**src/design/schp_pkg.sv**
```systemverilog
// Package of constants, types and helpers for the SCSI host port
package schp_pkg;

    // ------------------------------------------------------------
    // Widths and host address map
    // ------------------------------------------------------------
    localparam int DW = 8;
    localparam int AW = 4;
    localparam int NREG = 15;
    localparam int IDW = 3;
    localparam logic [AW-1:0] ADDR_THRU = 4'hF;
    localparam logic [AW-1:0] REG_CTRL = 4'h0;
    localparam logic [AW-1:0] REG_IRQ_MASK = 4'h1;
    localparam logic [AW-1:0] REG_IRQ_STAT = 4'h2;
    localparam logic [AW-1:0] REG_SCSI_OUT = 4'h3;
    localparam logic [AW-1:0] REG_SCSI_IN = 4'h4;

    // ------------------------------------------------------------
    // Control register fields
    // ------------------------------------------------------------
    localparam int CTRL_ID_LSB = 0;
    localparam int CTRL_PCHK = 3;
    localparam int CTRL_PH_LSB = 4;
    localparam int PHW = 3;
    localparam int CTRL_PROG = 7;

    // ------------------------------------------------------------
    // Interrupt status bits
    // ------------------------------------------------------------
    localparam int IRQ_SRST = 0;
    localparam int IRQ_SPAR = 1;
    localparam int IRQ_WRDY = 2;
    localparam int IRQ_RDONE = 3;
    localparam int IRQ_HPAR = 4;

    // ------------------------------------------------------------
    // Bus phase codes in the control register
    // ------------------------------------------------------------
    localparam logic [PHW-1:0] PH_FREE = 3'h0;
    localparam logic [PHW-1:0] PH_ARB = 3'h1;
    localparam logic [PHW-1:0] PH_SEL = 3'h2;
    localparam logic [PHW-1:0] PH_OUT = 3'h3;
    localparam logic [PHW-1:0] PH_IN = 3'h4;
    localparam logic [DW-1:0] ZERO = 8'h00;

    typedef enum logic [2:0] {
        SCHP_FREE, SCHP_ARB, SCHP_SEL, SCHP_OUT, SCHP_IN
    } schp_phase_t;

    // Byte with its parity bit
    typedef struct packed {
        logic [DW-1:0] data;
        logic par;
    } schp_byte_t;

    // Driven byte: value plus active-low enable
    typedef struct packed {
        schp_byte_t val;
        logic oe_n;
    } schp_drv_t;

    // Whole state of the port
    typedef struct packed {
        logic [NREG-1:0][DW-1:0] regs;
        logic [DW-1:0] stat;
        logic rd_n;
        logic wr_n;
        schp_drv_t host;
        schp_drv_t dma;
        schp_byte_t sdo;
        schp_byte_t sde;
        logic irq;
    } schp_state_t;

    // Odd parity bit over a byte
    function automatic logic odd_par(input logic [DW-1:0] d);
        return ~(^d);
    endfunction : odd_par

endpackage : schp_pkg

```
**src/design/schp_host_port.sv**
```systemverilog
// Host register port and SCSI data drive of a SCSI protocol controller
// Operation
// - Reset clears all state without clock
// - Strobes, address, data honoured only with select
// - Four address bits pick one register
// - Read gate drives addressed register out
// - Read strobe release ends program read
// - Write strobe release latches, except addresses 2, 4 and F
// - Write strobe release flags program data ready
// - Write-through copies host byte to DMA
// - Host bus floats except during reads
// - Eight bits plus odd parity
// - Interrupt holds until cause cleared
// - SCSI reset interrupt cannot be masked
// - SCSI input parity check is programmable
// - SCSI output byte with odd parity
// - Drive enable per data and parity bit
// - Free and inbound phases drive nothing
// - Arbitration drives only own ID bit
// - Selection and outbound drive all bits
`timescale 1ns/100ps
`default_nettype none

module schp_host_port (
    // Clock and reset
    input wire logic sys_clk_in,
    input wire logic sys_rst_in,
    // Host register port
    input wire logic cs_n_in,
    input wire logic [schp_pkg::AW-1:0] reg_addr_in,
    input wire logic read_strobe_n_in,
    input wire logic read_gate_n_in,
    input wire logic write_strobe_n_in,
    input wire logic write_through_gate_n_in,
    input wire logic [schp_pkg::DW-1:0] host_data_in,
    input wire logic host_parity_in,
    output logic [schp_pkg::DW-1:0] host_data_out,
    output logic host_parity_out,
    output logic host_data_oe_n_out,
    // DMA data bus
    input wire logic dma_dir_in,
    output logic [schp_pkg::DW-1:0] dma_data_out,
    output logic dma_parity_out,
    output logic dma_data_oe_n_out,
    // SCSI data bus
    input wire logic scsi_reset_in,
    input wire logic [schp_pkg::DW-1:0] scsi_data_in,
    input wire logic scsi_parity_in,
    output logic [schp_pkg::DW-1:0] scsi_data_out,
    output logic scsi_parity_out,
    output logic [schp_pkg::DW-1:0] scsi_drive_en_out,
    output logic scsi_parity_drive_en_out,
    // Interrupt request
    output logic irq_out
);

    // ------------------------------------------------------------
    // State and decode
    // ------------------------------------------------------------
    schp_pkg::schp_state_t st_q;
    schp_pkg::schp_state_t st_d;
    schp_pkg::schp_phase_t phase;
    logic [schp_pkg::DW-1:0] ctrl;
    logic [schp_pkg::IDW-1:0] own_id;
    logic [schp_pkg::DW-1:0] id_mask;
    logic [schp_pkg::DW-1:0] rd_val;
    logic [schp_pkg::DW-1:0] set_bits;
    logic [schp_pkg::DW-1:0] clr_bits;
    logic [schp_pkg::DW-1:0] out_byte;
    logic sel;
    logic prog;
    logic wr_edge;
    logic rd_edge;
    logic is_thru;

    // Phase field decoded into the phase type
    always_comb begin
        ctrl = st_q.regs[schp_pkg::REG_CTRL];
        case (ctrl[schp_pkg::CTRL_PH_LSB +: schp_pkg::PHW])
            schp_pkg::PH_ARB: phase = schp_pkg::SCHP_ARB;
            schp_pkg::PH_SEL: phase = schp_pkg::SCHP_SEL;
            schp_pkg::PH_OUT: phase = schp_pkg::SCHP_OUT;
            schp_pkg::PH_IN: phase = schp_pkg::SCHP_IN;
            default: phase = schp_pkg::SCHP_FREE;
        endcase
    end

    // Host qualifiers; every host pin is ignored without select
    assign sel = ~cs_n_in;
    assign is_thru = (reg_addr_in == schp_pkg::ADDR_THRU);
    assign prog = ctrl[schp_pkg::CTRL_PROG];
    assign own_id = ctrl[schp_pkg::CTRL_ID_LSB +: schp_pkg::IDW];
    assign id_mask = schp_pkg::DW'(1) << own_id;
    assign out_byte = st_q.regs[schp_pkg::REG_SCSI_OUT];
    // Trailing edges: strobe was low last cycle, high now
    assign wr_edge = sel & ~st_q.wr_n & write_strobe_n_in;
    assign rd_edge = sel & ~st_q.rd_n & read_strobe_n_in;

    // ------------------------------------------------------------
    // Read multiplexer
    // ------------------------------------------------------------
    // Status reads its own sticky flops, not regs; input latch reads from regs
    always_comb begin
        case (reg_addr_in)
            schp_pkg::REG_IRQ_STAT: rd_val = st_q.stat;
            schp_pkg::ADDR_THRU: rd_val = schp_pkg::ZERO;
            default: rd_val = st_q.regs[reg_addr_in];
        endcase
    end

    // ------------------------------------------------------------
    // Interrupt event set and clear masks
    // ------------------------------------------------------------
    always_comb begin
        set_bits = schp_pkg::ZERO;
        clr_bits = schp_pkg::ZERO;
        set_bits[schp_pkg::IRQ_SRST] = scsi_reset_in;
        // Inbound byte checked only when enabled
        set_bits[schp_pkg::IRQ_SPAR] = ctrl[schp_pkg::CTRL_PCHK]
            & (phase == schp_pkg::SCHP_IN)
            & ~(^{scsi_data_in, scsi_parity_in});
        set_bits[schp_pkg::IRQ_WRDY] = prog & wr_edge
            & (reg_addr_in == schp_pkg::REG_SCSI_OUT);
        set_bits[schp_pkg::IRQ_RDONE] = prog & rd_edge
            & (reg_addr_in == schp_pkg::REG_SCSI_IN);
        set_bits[schp_pkg::IRQ_HPAR] = wr_edge
            & (host_parity_in != schp_pkg::odd_par(host_data_in));
        if (wr_edge && reg_addr_in == schp_pkg::REG_IRQ_STAT) begin
            clr_bits = host_data_in;
        end
    end

    // ------------------------------------------------------------
    // Next state
    // ------------------------------------------------------------
    always_comb begin
        st_d = st_q;
        st_d.rd_n = sel ? read_strobe_n_in : 1'b1;
        st_d.wr_n = sel ? write_strobe_n_in : 1'b1;

        // Register write at strobe release; address F stores nothing
        if (wr_edge && !is_thru) begin
            if (reg_addr_in != schp_pkg::REG_IRQ_STAT
                && reg_addr_in != schp_pkg::REG_SCSI_IN) begin
                st_d.regs[reg_addr_in] = host_data_in;
            end
        end

        // Set wins over a clear in the same cycle
        st_d.stat = (st_q.stat & ~clr_bits) | set_bits;

        // Inbound byte latched for the host while the phase lasts
        if (phase == schp_pkg::SCHP_IN) begin
            st_d.regs[schp_pkg::REG_SCSI_IN] = scsi_data_in;
        end

        // Masked sources gate out; SCSI reset always passes
        st_d.irq = |(st_q.stat & st_q.regs[schp_pkg::REG_IRQ_MASK])
            | st_q.stat[schp_pkg::IRQ_SRST];

        // Host bus driven only under select and read gate
        st_d.host.oe_n = ~(sel & ~read_gate_n_in);
        st_d.host.val.data = rd_val;
        st_d.host.val.par = schp_pkg::odd_par(rd_val);
        if (st_d.host.oe_n) begin
            st_d.host.val = '0;
        end

        // Write-through copies the host byte straight to DMA
        st_d.dma.oe_n = ~(sel & ~write_through_gate_n_in
            & is_thru & dma_dir_in);
        st_d.dma.val.data = host_data_in;
        st_d.dma.val.par = host_parity_in;
        if (st_d.dma.oe_n) begin
            st_d.dma.val = '0;
        end

        // SCSI drive pattern per phase; parity follows data
        case (phase)
            schp_pkg::SCHP_ARB: begin
                st_d.sdo.data = id_mask;
                st_d.sdo.par = 1'b0;
                st_d.sde.data = id_mask;
                st_d.sde.par = 1'b0;
            end
            schp_pkg::SCHP_SEL, schp_pkg::SCHP_OUT: begin
                st_d.sdo.data = out_byte;
                st_d.sdo.par = schp_pkg::odd_par(out_byte);
                st_d.sde.data = '1;
                st_d.sde.par = 1'b1;
            end
            default: begin
                st_d.sdo = '0;
                st_d.sde = '0;
            end
        endcase
    end

    // ------------------------------------------------------------
    // State register; reset acts without waiting for a clock
    // ------------------------------------------------------------
    always_ff @(posedge sys_clk_in or posedge sys_rst_in) begin
        if (sys_rst_in) begin
            st_q <= '0;
            st_q.rd_n <= 1'b1;
            st_q.wr_n <= 1'b1;
            st_q.host.oe_n <= 1'b1;
            st_q.dma.oe_n <= 1'b1;
        end else begin
            st_q <= st_d;
        end
    end

    // ------------------------------------------------------------
    // Outputs straight from the state flops
    // ------------------------------------------------------------
    assign host_data_out = st_q.host.val.data;
    assign host_parity_out = st_q.host.val.par;
    assign host_data_oe_n_out = st_q.host.oe_n;
    assign dma_data_out = st_q.dma.val.data;
    assign dma_parity_out = st_q.dma.val.par;
    assign dma_data_oe_n_out = st_q.dma.oe_n;
    assign scsi_data_out = st_q.sdo.data;
    assign scsi_parity_out = st_q.sdo.par;
    assign scsi_drive_en_out = st_q.sde.data;
    assign scsi_parity_drive_en_out = st_q.sde.par;
    assign irq_out = st_q.irq;

endmodule : schp_host_port

`default_nettype wire

```
**config.mk**
```make
export PLATFORM = sky130hd
export DESIGN_NAME = schp_host_port
export DESIGN_NICKNAME = d
export VERILOG_FILES = /design/src/design/schp_pkg.sv /design/src/design/schp_host_port.sv
export SDC_FILE = /design/constraint.sdc
export NUM_CORES = 1
export LEC_CHECK = 0
export ABC_CLOCK_PERIOD_IN_PS = 15750
export BUFFER_PORTS_ARGS = -buffer_cell sky130_fd_sc_hd__buf_2
export CAP_MARGIN = 15
export CORE_MARGIN = 5
export CORE_UTILIZATION = 50
export DETAILED_ROUTE_END_ITERATION = 10
export MAX_ROUTING_LAYER = met4
export PLACE_DENSITY = 0.79
export SYNTH_ARGS = -nofsm -noshare
export SYNTH_HDL_FRONTEND = slang
export SYNTH_SLANG_ARGS = --single-unit
```
**constraint.sdc**
```tcl
create_clock -name sys_clk_in -period 15.75 [get_ports sys_clk_in]
set_input_delay 1.575 -clock sys_clk_in [delete_from_list [all_inputs] [get_ports sys_clk_in]]
set_output_delay 1.575 -clock sys_clk_in [all_outputs]
set_load 0.1 [all_outputs]
```
Yosys cells after proc, flatten, opt, wreduce, memory -nomap -nowiden
Cells that the tools add are included.
{"block": "word_totals", "register_bits": 169, "in_bits": 31, "out_inout_bits": 39}
{"block": "op_classes", "magnitude_cmp": 2, "eq_ne": 15, "shift": 1, "muxes": 16, "bitwise": 31, "n_reduce_logical": 15}
{"operator": "120-bit bitwise mux", "n": 1}
{"operator": "40-bit 2-to-1 mux", "n": 2}
{"operator": "18-bit one-hot mux with 2 select lines", "n": 1}
{"operator": "8-bit binary-select mux with 4-bit select", "n": 1}
{"operator": "8-bit demux with 4-bit select", "n": 1}
{"operator": "8-bit 2-to-1 mux", "n": 4}
{"operator": "8-bit parity", "n": 3}
{"operator": "9-bit 2-to-1 mux", "n": 2}
{"operator": "8-bit AND", "n": 2}
{"operator": "8-bit one-hot mux with 2 select lines", "n": 1}
{"operator": "1-bit AND", "n": 15}
{"operator": "3-bit by 2-bit equality test with 1-bit output (second input constant)", "n": 4}
{"operator": "3-bit one-hot mux with 4 select lines", "n": 1}
{"operator": "1-bit inverter", "n": 11}
{"operator": "9-bit parity", "n": 1}
{"operator": "4-bit by 2-bit equality test with 1-bit output (second input constant)", "n": 2}
{"operator": "8-bit inverter", "n": 1}
{"operator": "8-bit by 5-bit bitwise OR with 8-bit output", "n": 1}
{"operator": "8-bit OR reduction", "n": 1}
{"operator": "1-bit by 3-bit left shift with 8-bit output (first input constant)", "n": 1}
{"operator": "3-bit by 1-bit equality test with 1-bit output (second input constant)", "n": 2}
{"operator": "3-bit equality test (second input constant)", "n": 2}
{"operator": "4-bit by 5-bit less-than comparator with 1-bit output (second input constant)", "n": 1}
{"operator": "4-bit by 3-bit equality test with 1-bit output (second input constant)", "n": 1}
{"operator": "12 further kinds", "n": 18}

Longest topological paths before layout
Gate-level depths: netlist (run 1).
{"block": "logic_depth", "depth_word": 8, "ltp_mapped": 11, "ltp_nobuf": 8}

Worst setup path after synthesis (run 1)
No wires, ideal clock.
{"block": "synth_path", "kind": "input -> register", "start": "input port reg_addr_in[0] (netlist bit)", "end": "register st_q (netlist bit host_parity_out)", "setup_time_ps": 74, "arrival_time_ps": 3607, "required_ps": 15676, "slack_ps": 12068, "cell_stages": 9, "cell_sequence": "buf_2 mux4_2 a22oi_1 o211a_1 xnor2_1 nor2_1 a211o_1 a211o_1 a21oi_2"}
{"item": "start, declared", "line": "schp_host_port.sv:30", "text": "input wire logic [schp_pkg::AW-1:0] reg_addr_in,"}
{"item": "end signal, assigned", "line": "schp_host_port.sv:210", "text": "st_q <= st_d;"}
{"item": "end, declared", "line": "schp_host_port.sv:60", "text": "schp_pkg::schp_state_t st_q;"}

==> key figures, run 1 <==
Run status
  – Status: finished clean

Logic synthesis
  – Ys flop type: dfrtp_1
  – Synth Area per Inst: 13.0 um2
  – Syn_nets: 638
  – Seq/Total Area, Yosys: 53.8%
  – Synth warnings: 0
  – Post-synthesis cell type count: 47
  – Most frequent cell after synthesis: dfrtp_1
  – Syn Inst Count: 607
  – Top post-synthesis cells by area: dfrtp_1 52%, mux2_2 15%, mux4_2 7.2%
  – Post-synth EDFFs: 0
  – Commonest cells post-synth: 165 x dfrtp_1, 107 x mux2_2, 50 x nand2_1, 34 x buf_4, 28 x clkbuf_1
  – Register bit total from synthesis: 169
  – Leading area contributor after synthesis: dfrtp_1
  – Share of the synthesized area in the top cell type: 52.5%
  – Post-Syn Area: 7870 um2
  – Async S/R FF share, synth: 100%

Detailed routing
  – Final wirelength: 17800 um
  – Routed len/inst: 20.8 um
  – # DRC: 0
  – Via count: 4942
  – DR vias/cell: 5.77
  – Antenna Violating Nets Remaining: 0
  – Drt first pass iters: 4
  – DR iter-0 viols: 390

CTS
  – Post-CTS Setup Bufs: 0
  – Root Buffer Master: clkbuf_16
  – CTS tree: yes
  – Cts repair resizes: 0
  – CTS H-tree lvls: 4
  – Clock Pin Slew Worst Setup and Hold Paths: 0.07 ns
  – Clock tree buffer depth: 2
  – CTS buffer count: 17
  – Post-CTS Hold Buffers: 0
  – Sink Count: 169
  – Worst-Skew Late Latency: 0.43 ns

Die
  – Initial Util: 51.4%
  – Die footprint: 18300 um2
  – Core area: 15300 um2
  – Die width: 135 um
  – Chip Height: 135 um
  – # rows: 45
  – I/O pin count: 70

Place
  – DP HPWL: 12300 um
  – Cells after DPL: 824
  – Placed instance area: 8140 um2
  – Port Buffer Count: 69
  – GPL Wtd Cong: 0.895
  – Pre-CTS setup slack: 11.38 ns

STA
  – Final Hold Viols: 0
  – Max-slew headroom: 18.4%
  – # setup viols final: 0
  – Final Skew: 0.0133 ns
  – FMAX: 0.251 GHz
  – Tmin final: 3.99 ns
  – Worst setup margin: 11.76 ns
  – TNS Setup: 0 ns
  – RSZ-0062 raised after global routing: no
  – Final period utilization: 25.3%
  – Slew Limit Fails: 0
  – Worst-margin pin slew: 1.21 ns

Final layout
  – Layout Nets: 664
  – Design Area, Final: 8790 um2
  – Area growth, synth to finish: 11.7%
  – Post-Route Utilization: 57.4%
  – Non-filler cells, final: 857
  – Share of layout cells above drive strength 1: 39.5%
  – Antenna diodes: 0
  – FILL cells: 1248

Global routing
  – Grt ovf: 0
  – Vias in the first global route: 5065
  – First-pass GRT wire length: 28700 um
  – GRT Resource Usage Total: 21.3%
  – Largest net degree at the start of global routing: 108
  – Initial antenna violation count: 0

Setup path
  – Crit path required time: 16.11 ns
  – Crit path kind: in2reg
  – Worst path bufs/invs: 2
  – Most common cell on crit path: a211o_1
  – Slowest cell on crit path: nor2b_1
  – Worst path max stage delay: 0.74 ns
  – CP Launch Type: input pin
  – CP arrival: 4.34 ns
  – CP Capture Type: register
  – Delay-heaviest family, CP: compound AO/OA/AOI/OAI gates
  – Peak fanout along the critical path: 39
  – Worst path cell trace: buf_2 -> buf_4 -> nor2b_1 -> a2bb2oi_1 -> o211ai_2 -> xnor2_1 -> nand2_1 -> a211o_1 -> a211o_1 -> a21oi_2

Job
  – Max Cap Violations: 0

Power
  – LEAKAGE: 4.23 nW
  – VDD IR-drop max: 0.0000802 V
  – Cell Pwr Density: 130 nW/um2

Hold path
  – Hold Path Class: reg2reg
## worst reg2reg max path, cell delays in order (launching register included)
cell	delay [ns]
dfrtp_1	0.49
mux4_2	0.50
a22oi_2	0.22
o211ai_2	0.17
a211oi_2	0.24
o21ai_1	0.12
a211o_1	0.32
a211o_1	0.31
a21oi_2	0.13
## where the power goes
group	total (W)	switching [W]	internal, W
registers	0.000504	0.0000285	0.000476
logic	0.000187	0.000113	0.0000739
clock network	0.000447	0.000178	0.000269
## cell families (layout without fill, tap and decap cells)
group	after synthesis	count (layout)	share of synthesized area [%]
DFF	169	169	53.8
muxes	144	144	24.0
xor gates and xnor gates	27	27	3.00
AOI/OAI and AO/OA	69	69	6.36
buffers and inverters	79	118	5.56
and+or+nand+nor	119	119	7.28
## state kept, by name, indices dropped and copies added, names as in the netlist, 8 cells and up
name               flops
scsi_data_out          8
ctrl                   8
st_q                 114
dma_data_out           8
out_byte               8
host_data_out          8
scsi_drive_en_out      8
## stage by stage
stage          power (W)  hold slack (ns)
2_1_floorplan   0.000655            0.424
3_3_place_gp    0.000691            0.361
3_5_place_dp    0.000699            0.362
4_1_cts          0.00114            0.377
5_1_grt          0.00118            0.388
6_report         0.00114            0.376
## worst paths after layout
kind / startpoint / end / slack (ns) / cells past startpoint
setup / recovery: reg_addr_in[0] / host_parity_out$_DFF_PP0_ / 11.76 / 10
hold / removal: st_q[72]$_DFFE_PP0P_ / st_q[72]$_DFFE_PP0P_ / 0.38 / 0
setup reg to reg: ctrl[1]$_DFFE_PP0P_ / host_parity_out$_DFF_PP0_ / 13.20 / 8
hold reg to reg: st_q[72]$_DFFE_PP0P_ / st_q[72]$_DFFE_PP0P_ / 0.38 / 0
max in group asynchronous: sys_rst_in / st_q[121]$_DFFE_PP0P_ / 13.07 / 3
min in group asynchronous: sys_rst_in / scsi_drive_en_out[0]$_DFF_PP0_ / 1.36 / 2
## area by class of cell
type | instances | area, um2 | share of cell area, %
clock buffers | 17 | 425 | 4.84
multi-input cells | 359 | 3210 | 36.5
well taps | 211 | 264 | 3.00
inverters | 10 | 42.5 | 0.484
repair buffers | 76 | 398 | 4.53
flip-flops and latches | 169 | 4230 | 48.2
clock inverters | 15 | 214 | 2.43
## placed cells by master (no fill, tap or decap), types with 4 or more instances in the layout
cell / instances
a21oi_1: 9
a22oi_1: 9
a2bb2oi_1: 7
and2_1: 10
buf_2: 69
buf_4: 6
bufinv_16: 4
clkbuf_16: 17
dfrtp_1: 165
dfstp_2: 4
inv_1: 9
mux2_2: 107
mux2i_1: 12
mux4_2: 25
nand2_1: 50
nand3_1: 6
nor2_1: 20
nor2b_1: 11
nor3_1: 5
o211a_1: 6
o21ai_0: 18
xnor2_1: 23
xor2_1: 4
## routing by layer
metal	part of all wire, %	up-vias	global-route usage [%]
li1	-	2166	-
met1	42	2557	27.0
met2	48	177	32.9
met3	5.8	42	4.57
met4	3.9	0	9.91
met5	0	-	-
Power figures use the tool's default switching activity.
==> inputs of run 2 (changes only) <==
- ABC_CLOCK_PERIOD_IN_PS: 15750 -> 3600
- PLACE_DENSITY: 0.79 -> 0.81
- clock period: 15.75 -> 3.6 ns (I/O delays scaled with it)
==> run 2 against run 1 <==
Compared with the run above:
- die area did not move
- sequential power increased to 4.4 times the previous value
- sequential share of layout area decreased by 0.29 points
- critical path depth fell by 2
- highest routed layer unchanged
==> key figures, run 2 (same netlist as run 1, synthesis figures left out) <==
CTS
  – Root Buffer Master: clkbuf_16
  – CTS buffer count: 17 (unchanged)
  – Worst-Skew Late Latency: 0.44 ns (about the same)
  – Cts repair resizes: 0 (unchanged)
  – Post-CTS Setup Bufs: 0 (unchanged)
  – CTS H-tree lvls: 4 (unchanged)
  – Sink Count: 169 (unchanged)
  – CTS tree: yes
  – Clock tree buffer depth: 2 (unchanged)
  – Post-CTS Hold Buffers: 0 (unchanged)
  – Clock Pin Slew Worst Setup and Hold Paths: 0.07 ns (about the same)

Setup path
  – CP Launch Type: register
  – Crit path kind: reg2reg
  – Crit path required time: 3.97 ns (-12.14 ns)
  – Peak fanout along the critical path: 7 (-82%)
  – CP Capture Type: register
  – CP arrival: 2.94 ns (-1.40 ns)

Detailed routing
  – Final wirelength: 18700 um (+4.8%)
  – Drt first pass iters: 5 (+1)
  – # DRC: 0 (unchanged)
  – DR vias/cell: 5.83 (+1.1%)
  – Via count: 5020 (+1.6%)
  – Routed len/inst: 21.7 um (+4.3%)
  – Antenna Violating Nets Remaining: 0 (unchanged)
  – DR iter-0 viols: 480 (+23%)

Final layout
  – Antenna diodes: 0 (unchanged)
  – Commonest non-fill, non-tap cell in the layout: dfrtp_1
  – Layout Nets: 668 (+0.60%)
  – Design Area, Final: 8840 um2 (+0.61%)
  – Commonest non-fill, non-tap cells in the layout: 165 x dfrtp_1, 107 x mux2_2, 69 x buf_2
  – Area growth, synth to finish: 12.4%
  – Biggest register: st_q
  – Share of layout cells above drive strength 1: 39.7% (+0.22 points)
  – Max reg flops: 114 (unchanged)
  – Post-Route Utilization: 57.7% (+0.35 points)

Die
  – Chip Height: 135 um (unchanged)
  – Die width: 135 um (unchanged)
  – Core area: 15300 um2 (unchanged)
  – Initial Util: 51.4% (unchanged)
  – Die footprint: 18300 um2 (unchanged)
  – I/O pin count: 70 (unchanged)
  – # rows: 45 (unchanged)

Place
  – GPL Wtd Cong: 0.908 (+1.5%)
  – Port Buffer Count: 69 (unchanged)
  – Placed instance area: 8220 um2 (+0.91%)
  – DP HPWL: 12700 um (+3.3%)
  – Pre-CTS setup slack: 0.726 ns (-10.66 ns)

STA
  – FMAX: 0.389 GHz
  – Final period utilization: 71.4%
  – Slew Limit Fails: 0 (unchanged)
  – Min Hold Slack: 0.111 ns (-0.265 ns)
  – Worst-margin pin slew: 0.911 ns (-0.302 ns)
  – RSZ-0062 raised after global routing: no
  – Tmin final: 2.57 ns
  – TNS Setup: 0 ns (unchanged)
  – Max-slew headroom: 39.1% (+21 points)
  – Worst setup margin: 1.03 ns (-10.73 ns)
  – Final Skew: 0.00698 ns (-0.00627 ns)
  – # setup viols final: 0 (unchanged)
  – Final Hold Viols: 0 (unchanged)

Hold path
  – Hold Path Class: in2async

Power
  – VDD IR-drop max: 0.000359 V (+350%)
  – Logic pwr share: 16.6% (+0.2 points)
  – Clock power frac: 38.8% (-0.5 points)
  – Internal power: 0.00354 W (+330%)
  – LEAKAGE: 4.26 nW (+0.58%)
  – Cell Pwr Density: 562 nW/um2 (+330%)
  – Sw Share: 28.6% (+0.58 points)
  – NetSw: 0.00142 W (+350%)
  – Reg power frac: 44.6% (+0.3 points)

Global routing
  – Vias in the first global route: 5311 (+4.9%)
  – Initial antenna violation count: 0 (unchanged)
  – Grt ovf: 0 (unchanged)
  – Largest net degree at the start of global routing: 78 (-28%)
  – First-pass GRT wire length: 29800 um (+4.0%)
  – GRT Resource Usage Total: 22.3% (+1.1 points)

Run status
  – Status: finished clean

Job
  – Max Cap Violations: 0 (unchanged)
run 2: worst paths after layout:
check	start	endpoint	slack (ns)	cells after the start
max	ctrl[1]$_DFFE_PP0P_	host_parity_out$_DFF_PP0_	1.03	8
min	sys_rst_in	dma_data_out[1]$_DFF_PP0_	0.11	2
max reg2reg	ctrl[1]$_DFFE_PP0P_	host_parity_out$_DFF_PP0_	1.03	8
min reg2reg	st_q[70]$_DFFE_PP0P_	st_q[70]$_DFFE_PP0P_	0.37	0
max in group asynchronous	sys_rst_in	st_q[39]$_DFF_PP1_	2.59	3
min in group sys_clk_in	scsi_reset_in	st_q[41]$_DFF_PP0_	0.11	2
run 2: power groups by stage:
stage / sequential [W] / clock [W] / combinational, W
2_1_floorplan: 0.00222 / 0 / 0.000641
3_3_place_gp: 0.00223 / 0 / 0.000801
3_5_place_dp: 0.00224 / 0 / 0.000821
4_1_cts: 0.00221 / 0.00194 / 0.000827
5_1_grt: 0.00223 / 0.00203 / 0.000881
6_report: 0.00222 / 0.00192 / 0.000825
run 2: critical path: stages (launching register included):
cell      delay (ns)
dfrtp_1         0.49
mux4_2          0.51
a22oi_2         0.21
o211ai_2        0.16
a211oi_2        0.24
o21ai_1         0.12
a211o_1         0.34
a211o_1         0.31
a21oi_2         0.13
run 2: final cells by class:
type	instances	area, um2
fillers	1217	6470
flip-flops and latches	169	4230
multi-input cells	359	3210
repair buffers	80	465
clock buffers	19	443
well taps	211	264
clock inverters	13	184
inverters	10	41.3
run 2: per-layer routing:
metal | wire, um | GRT usage, %
met5 | 0 | -
met1 | 7650 | 28.0
met2 | 9030 | 34.1
met3 | 1220 | 5.31
met4 | 807 | 11.1
run 2: metrics by stage:
| step | total power [W] | instances |
|---|---|---|
| floorplan | 0.00286 | 607 |
| global placement | 0.00303 | 829 |
| detailed placement | 0.00307 | 829 |
| CTS | 0.00498 | 861 |
| global route | 0.00515 | 861 |
| finish | 0.00497 | 861 |
==> inputs of run 3 (changes only) <==
- ABC_CLOCK_PERIOD_IN_PS: 3600 -> 2400
- PLACE_DENSITY: 0.81 -> 0.79
- clock period: 3.6 -> 2.4 ns (I/O delays scaled with it)
==> run 3 against run 2 <==
Compared with the run above:
- the flow now finishes with violations (setup timing)
- via count grew 2.5%
- wire length grew 1.7%
- non-clock buffer count grew 57
- hold slack lost 0.086 ns
- cell count grew 6.7%
- flip-flop and latch count is the same
- clock power grew 47%
- die area is the same
- combinational power grew 64%
==> key figures, run 3 (same netlist as run 1, synthesis figures left out) <==
Run status
  – Status: complete, but fails checks
  – Failing checks: setup timing

STA
  – Final period utilization: 101% (+29 points)
  – Final Hold Viols: 0 (unchanged)
  – Worst-margin pin slew: 0.776 ns (-0.135 ns)
  – Min Hold Slack: 0.0252 ns (-0.0860 ns)
  – Max-slew headroom: 47.5% (+8.4 points)
  – Tmin final: 2.42 ns (-0.150 ns)
  – Final Skew: 0.00940 ns (+0.00242 ns)
  – # setup viols final: 1 (+1)
  – RSZ-0062 raised after global routing: yes
  – Slew Limit Fails: 0 (unchanged)
  – FMAX: 0.413 GHz (+6.2%)
  – Worst setup margin: -0.0193 ns (-1.05 ns)

Hold path
  – Min-delay src: read_strobe_n_in
  – Hold Path Depth: 2
  – Endpoint of the worst hold path: st_q[40]$_DFF_PP1_
  – Hold Path Class: in2reg

Detailed routing
  – Drt first pass iters: 5 (unchanged)
  – DR vias/cell: 5.60 (-3.9%)
  – Final wirelength: 19000 um (+1.7%)
  – # DRC: 0 (unchanged)
  – Antenna Violating Nets Remaining: 0 (unchanged)
  – Routed len/inst: 20.7 um (-4.7%)
  – DR iter-0 viols: 447 (-6.9%)
  – Via count: 5148 (+2.5%)

Power
  – Reg power frac: 44.2% (-0.4 points)
  – VDD IR-drop max: 0.000521 V (+45%)
  – NetSw: 0.00213 W (+50%)
  – Clock power frac: 37.8% (-1.0 points)
  – LEAKAGE: 4.54 nW (+6.6%)
  – Sw Share: 28.4% (-0.22 points)
  – Internal power: 0.00536 W (+51%)
  – Cell Pwr Density: 807 nW/um2 (+44%)
  – Logic pwr share: 18.0% (+1.4 points)

Place
  – GPL Wtd Cong: 0.954 (+5.1%)
  – Placed instance area: 8610 um2 (+4.8%)
  – Pre-CTS setup slack: -0.326 ns (-1.05 ns)
  – Cells after DPL: 880 (+6.2%)
  – Port Buffer Count: 69 (unchanged)
  – DP HPWL: 13300 um (+4.6%)

Setup path
  – CP arrival: 2.78 ns (-0.16 ns)
  – Capture point of the worst reg-to-reg path: host_parity_out$_DFF_PP0_
  – CP Launch Type: register
  – Peak fanout along the critical path: 2 (-5)
  – CP Capture Type: register
  – R2R cell count: 9 (+1)
  – Flop2flop setup slack: -0.02 ns (-1.05 ns)
  – Crit path kind: reg2reg
  – Reg2reg start: out_byte[1]$_DFFE_PP0P_
  – Crit path required time: 2.76 ns (-1.21 ns)

CTS
  – CTS H-tree lvls: 4 (unchanged)
  – Sink Count: 169 (unchanged)
  – CTS buffer count: 17 (unchanged)
  – Worst-Skew Late Latency: 0.43 ns (about the same)
  – CTS tree: yes
  – Clock tree buffer depth: 2 (unchanged)
  – Root Buffer Master: clkbuf_16
  – Clock Pin Slew Worst Setup and Hold Paths: 0.07 ns (about the same)

Final layout
  – Non-filler cells, final: 919 (+6.7%)
  – Max reg flops: 114 (unchanged)
  – Biggest register: st_q
  – Design Area, Final: 9290 um2 (+5.1%)
  – Commonest non-fill, non-tap cell in the layout: dfrtp_1
  – Post-Route Utilization: 60.7% (+2.9 points)
  – Share of layout cells above drive strength 1: 44.6% (+4.9 points)
  – FILL cells: 1184 (-2.7%)
  – Area growth, synth to finish: 18.1%
  – Layout Nets: 725 (+8.5%)
  – Commonest non-fill, non-tap cells in the layout: 164 x dfrtp_1, 107 x mux2_2, 69 x buf_2

Global routing
  – First-pass GRT wire length: 30700 um (+2.8%)
  – Largest net degree at the start of global routing: 68 (-13%)
  – Vias in the first global route: 5317 (+0.11%)
  – GRT Resource Usage Total: 22.7% (+0.43 points)
  – Initial antenna violation count: 1 (+1)
  – Grt ovf: 0 (unchanged)

Die
  – Chip Height: 135 um (unchanged)
  – Initial Util: 51.4% (unchanged)
  – # rows: 45 (unchanged)
  – Die width: 135 um (unchanged)
  – Core area: 15300 um2 (unchanged)
  – Die footprint: 18300 um2 (unchanged)
  – I/O pin count: 70 (unchanged)

Job
  – Max Cap Violations: 0 (unchanged)
## run 3: power groups by stage
stage	combinational (W)	clock, W	sequential, W
6_report	0.00135	0.00283	0.00331
2_1_floorplan	0.000961	0	0.00334
4_1_cts	0.00134	0.00287	0.00331
3_3_place_gp	0.00130	0	0.00334
3_5_place_dp	0.00133	0	0.00335
5_1_grt	0.00144	0.00300	0.00333
## run 3: cell type report
class	count	area, um2	share of cell area (%)
flip-flops and latches	169	4240	45.6
multi-input cells	359	3220	34.7
repair buffers	137	911	9.80
clock buffers	19	433	4.66
well taps	211	264	2.84
clock inverters	13	183	1.97
inverters	10	41.3	0.444
diodes	1	2.50	0.0269
## run 3: how the worst max path moves through the flow
| stage | start | cells after the start | end |
|---|---|---|---|
| after floorplan | sys_rst_in | 1 | ctrl[0]$_DFFE_PP0P_ |
| final | out_byte[1]$_DFFE_PP0P_ | 9 | host_parity_out$_DFF_PP0_ |
| after CTS | out_byte[6]$_DFFE_PP0P_ | 7 | host_parity_out$_DFF_PP0_ |
| after detailed placement | reg_addr_in[0] | 11 | host_parity_out$_DFF_PP0_ |
| after global placement | reg_addr_in[0] | 9 | host_parity_out$_DFF_PP0_ |
| after global routing | out_byte[5]$_DFFE_PP0P_ | 8 | host_parity_out$_DFF_PP0_ |
## run 3: stage by stage
step	TNS [ns]	power (W)
after floorplan	0	0.00430
after global placement	-0.291	0.00464
after detailed placement	-0.326	0.00468
after CTS	0	0.00752
after global routing	-0.0956	0.00778
final	-0.0193	0.00750
## run 3: what timing repair did
item	in CTS	in global routing
hold buffers	2	0
endpoints found under the hold margin	18	0
pin swaps	5	6
setup endpoints to repair	1	1
setup buffers	0	4
gates resized for setup	1	2
gates cloned	0	0
## run 3: routing by layer
metal,GRT usage (%),wire length (um),vias up
met5,-,0,-
met4,6.77,399,0
met3,4.61,1100,27
met2,36.9,9480,185
met1,29.2,8050,2638
li1,-,-,2298
## run 3: critical path: stages (launching register included)
cell and delay (ns):
dfrtp_1 0.41, mux4_2 0.50, a22oi_2 0.18, o211ai_2 0.14, buf_4 0.17, xnor2_1 0.16
nand2_1 0.09, a211o_1 0.29, a211o_1 0.29, a21oi_2 0.13
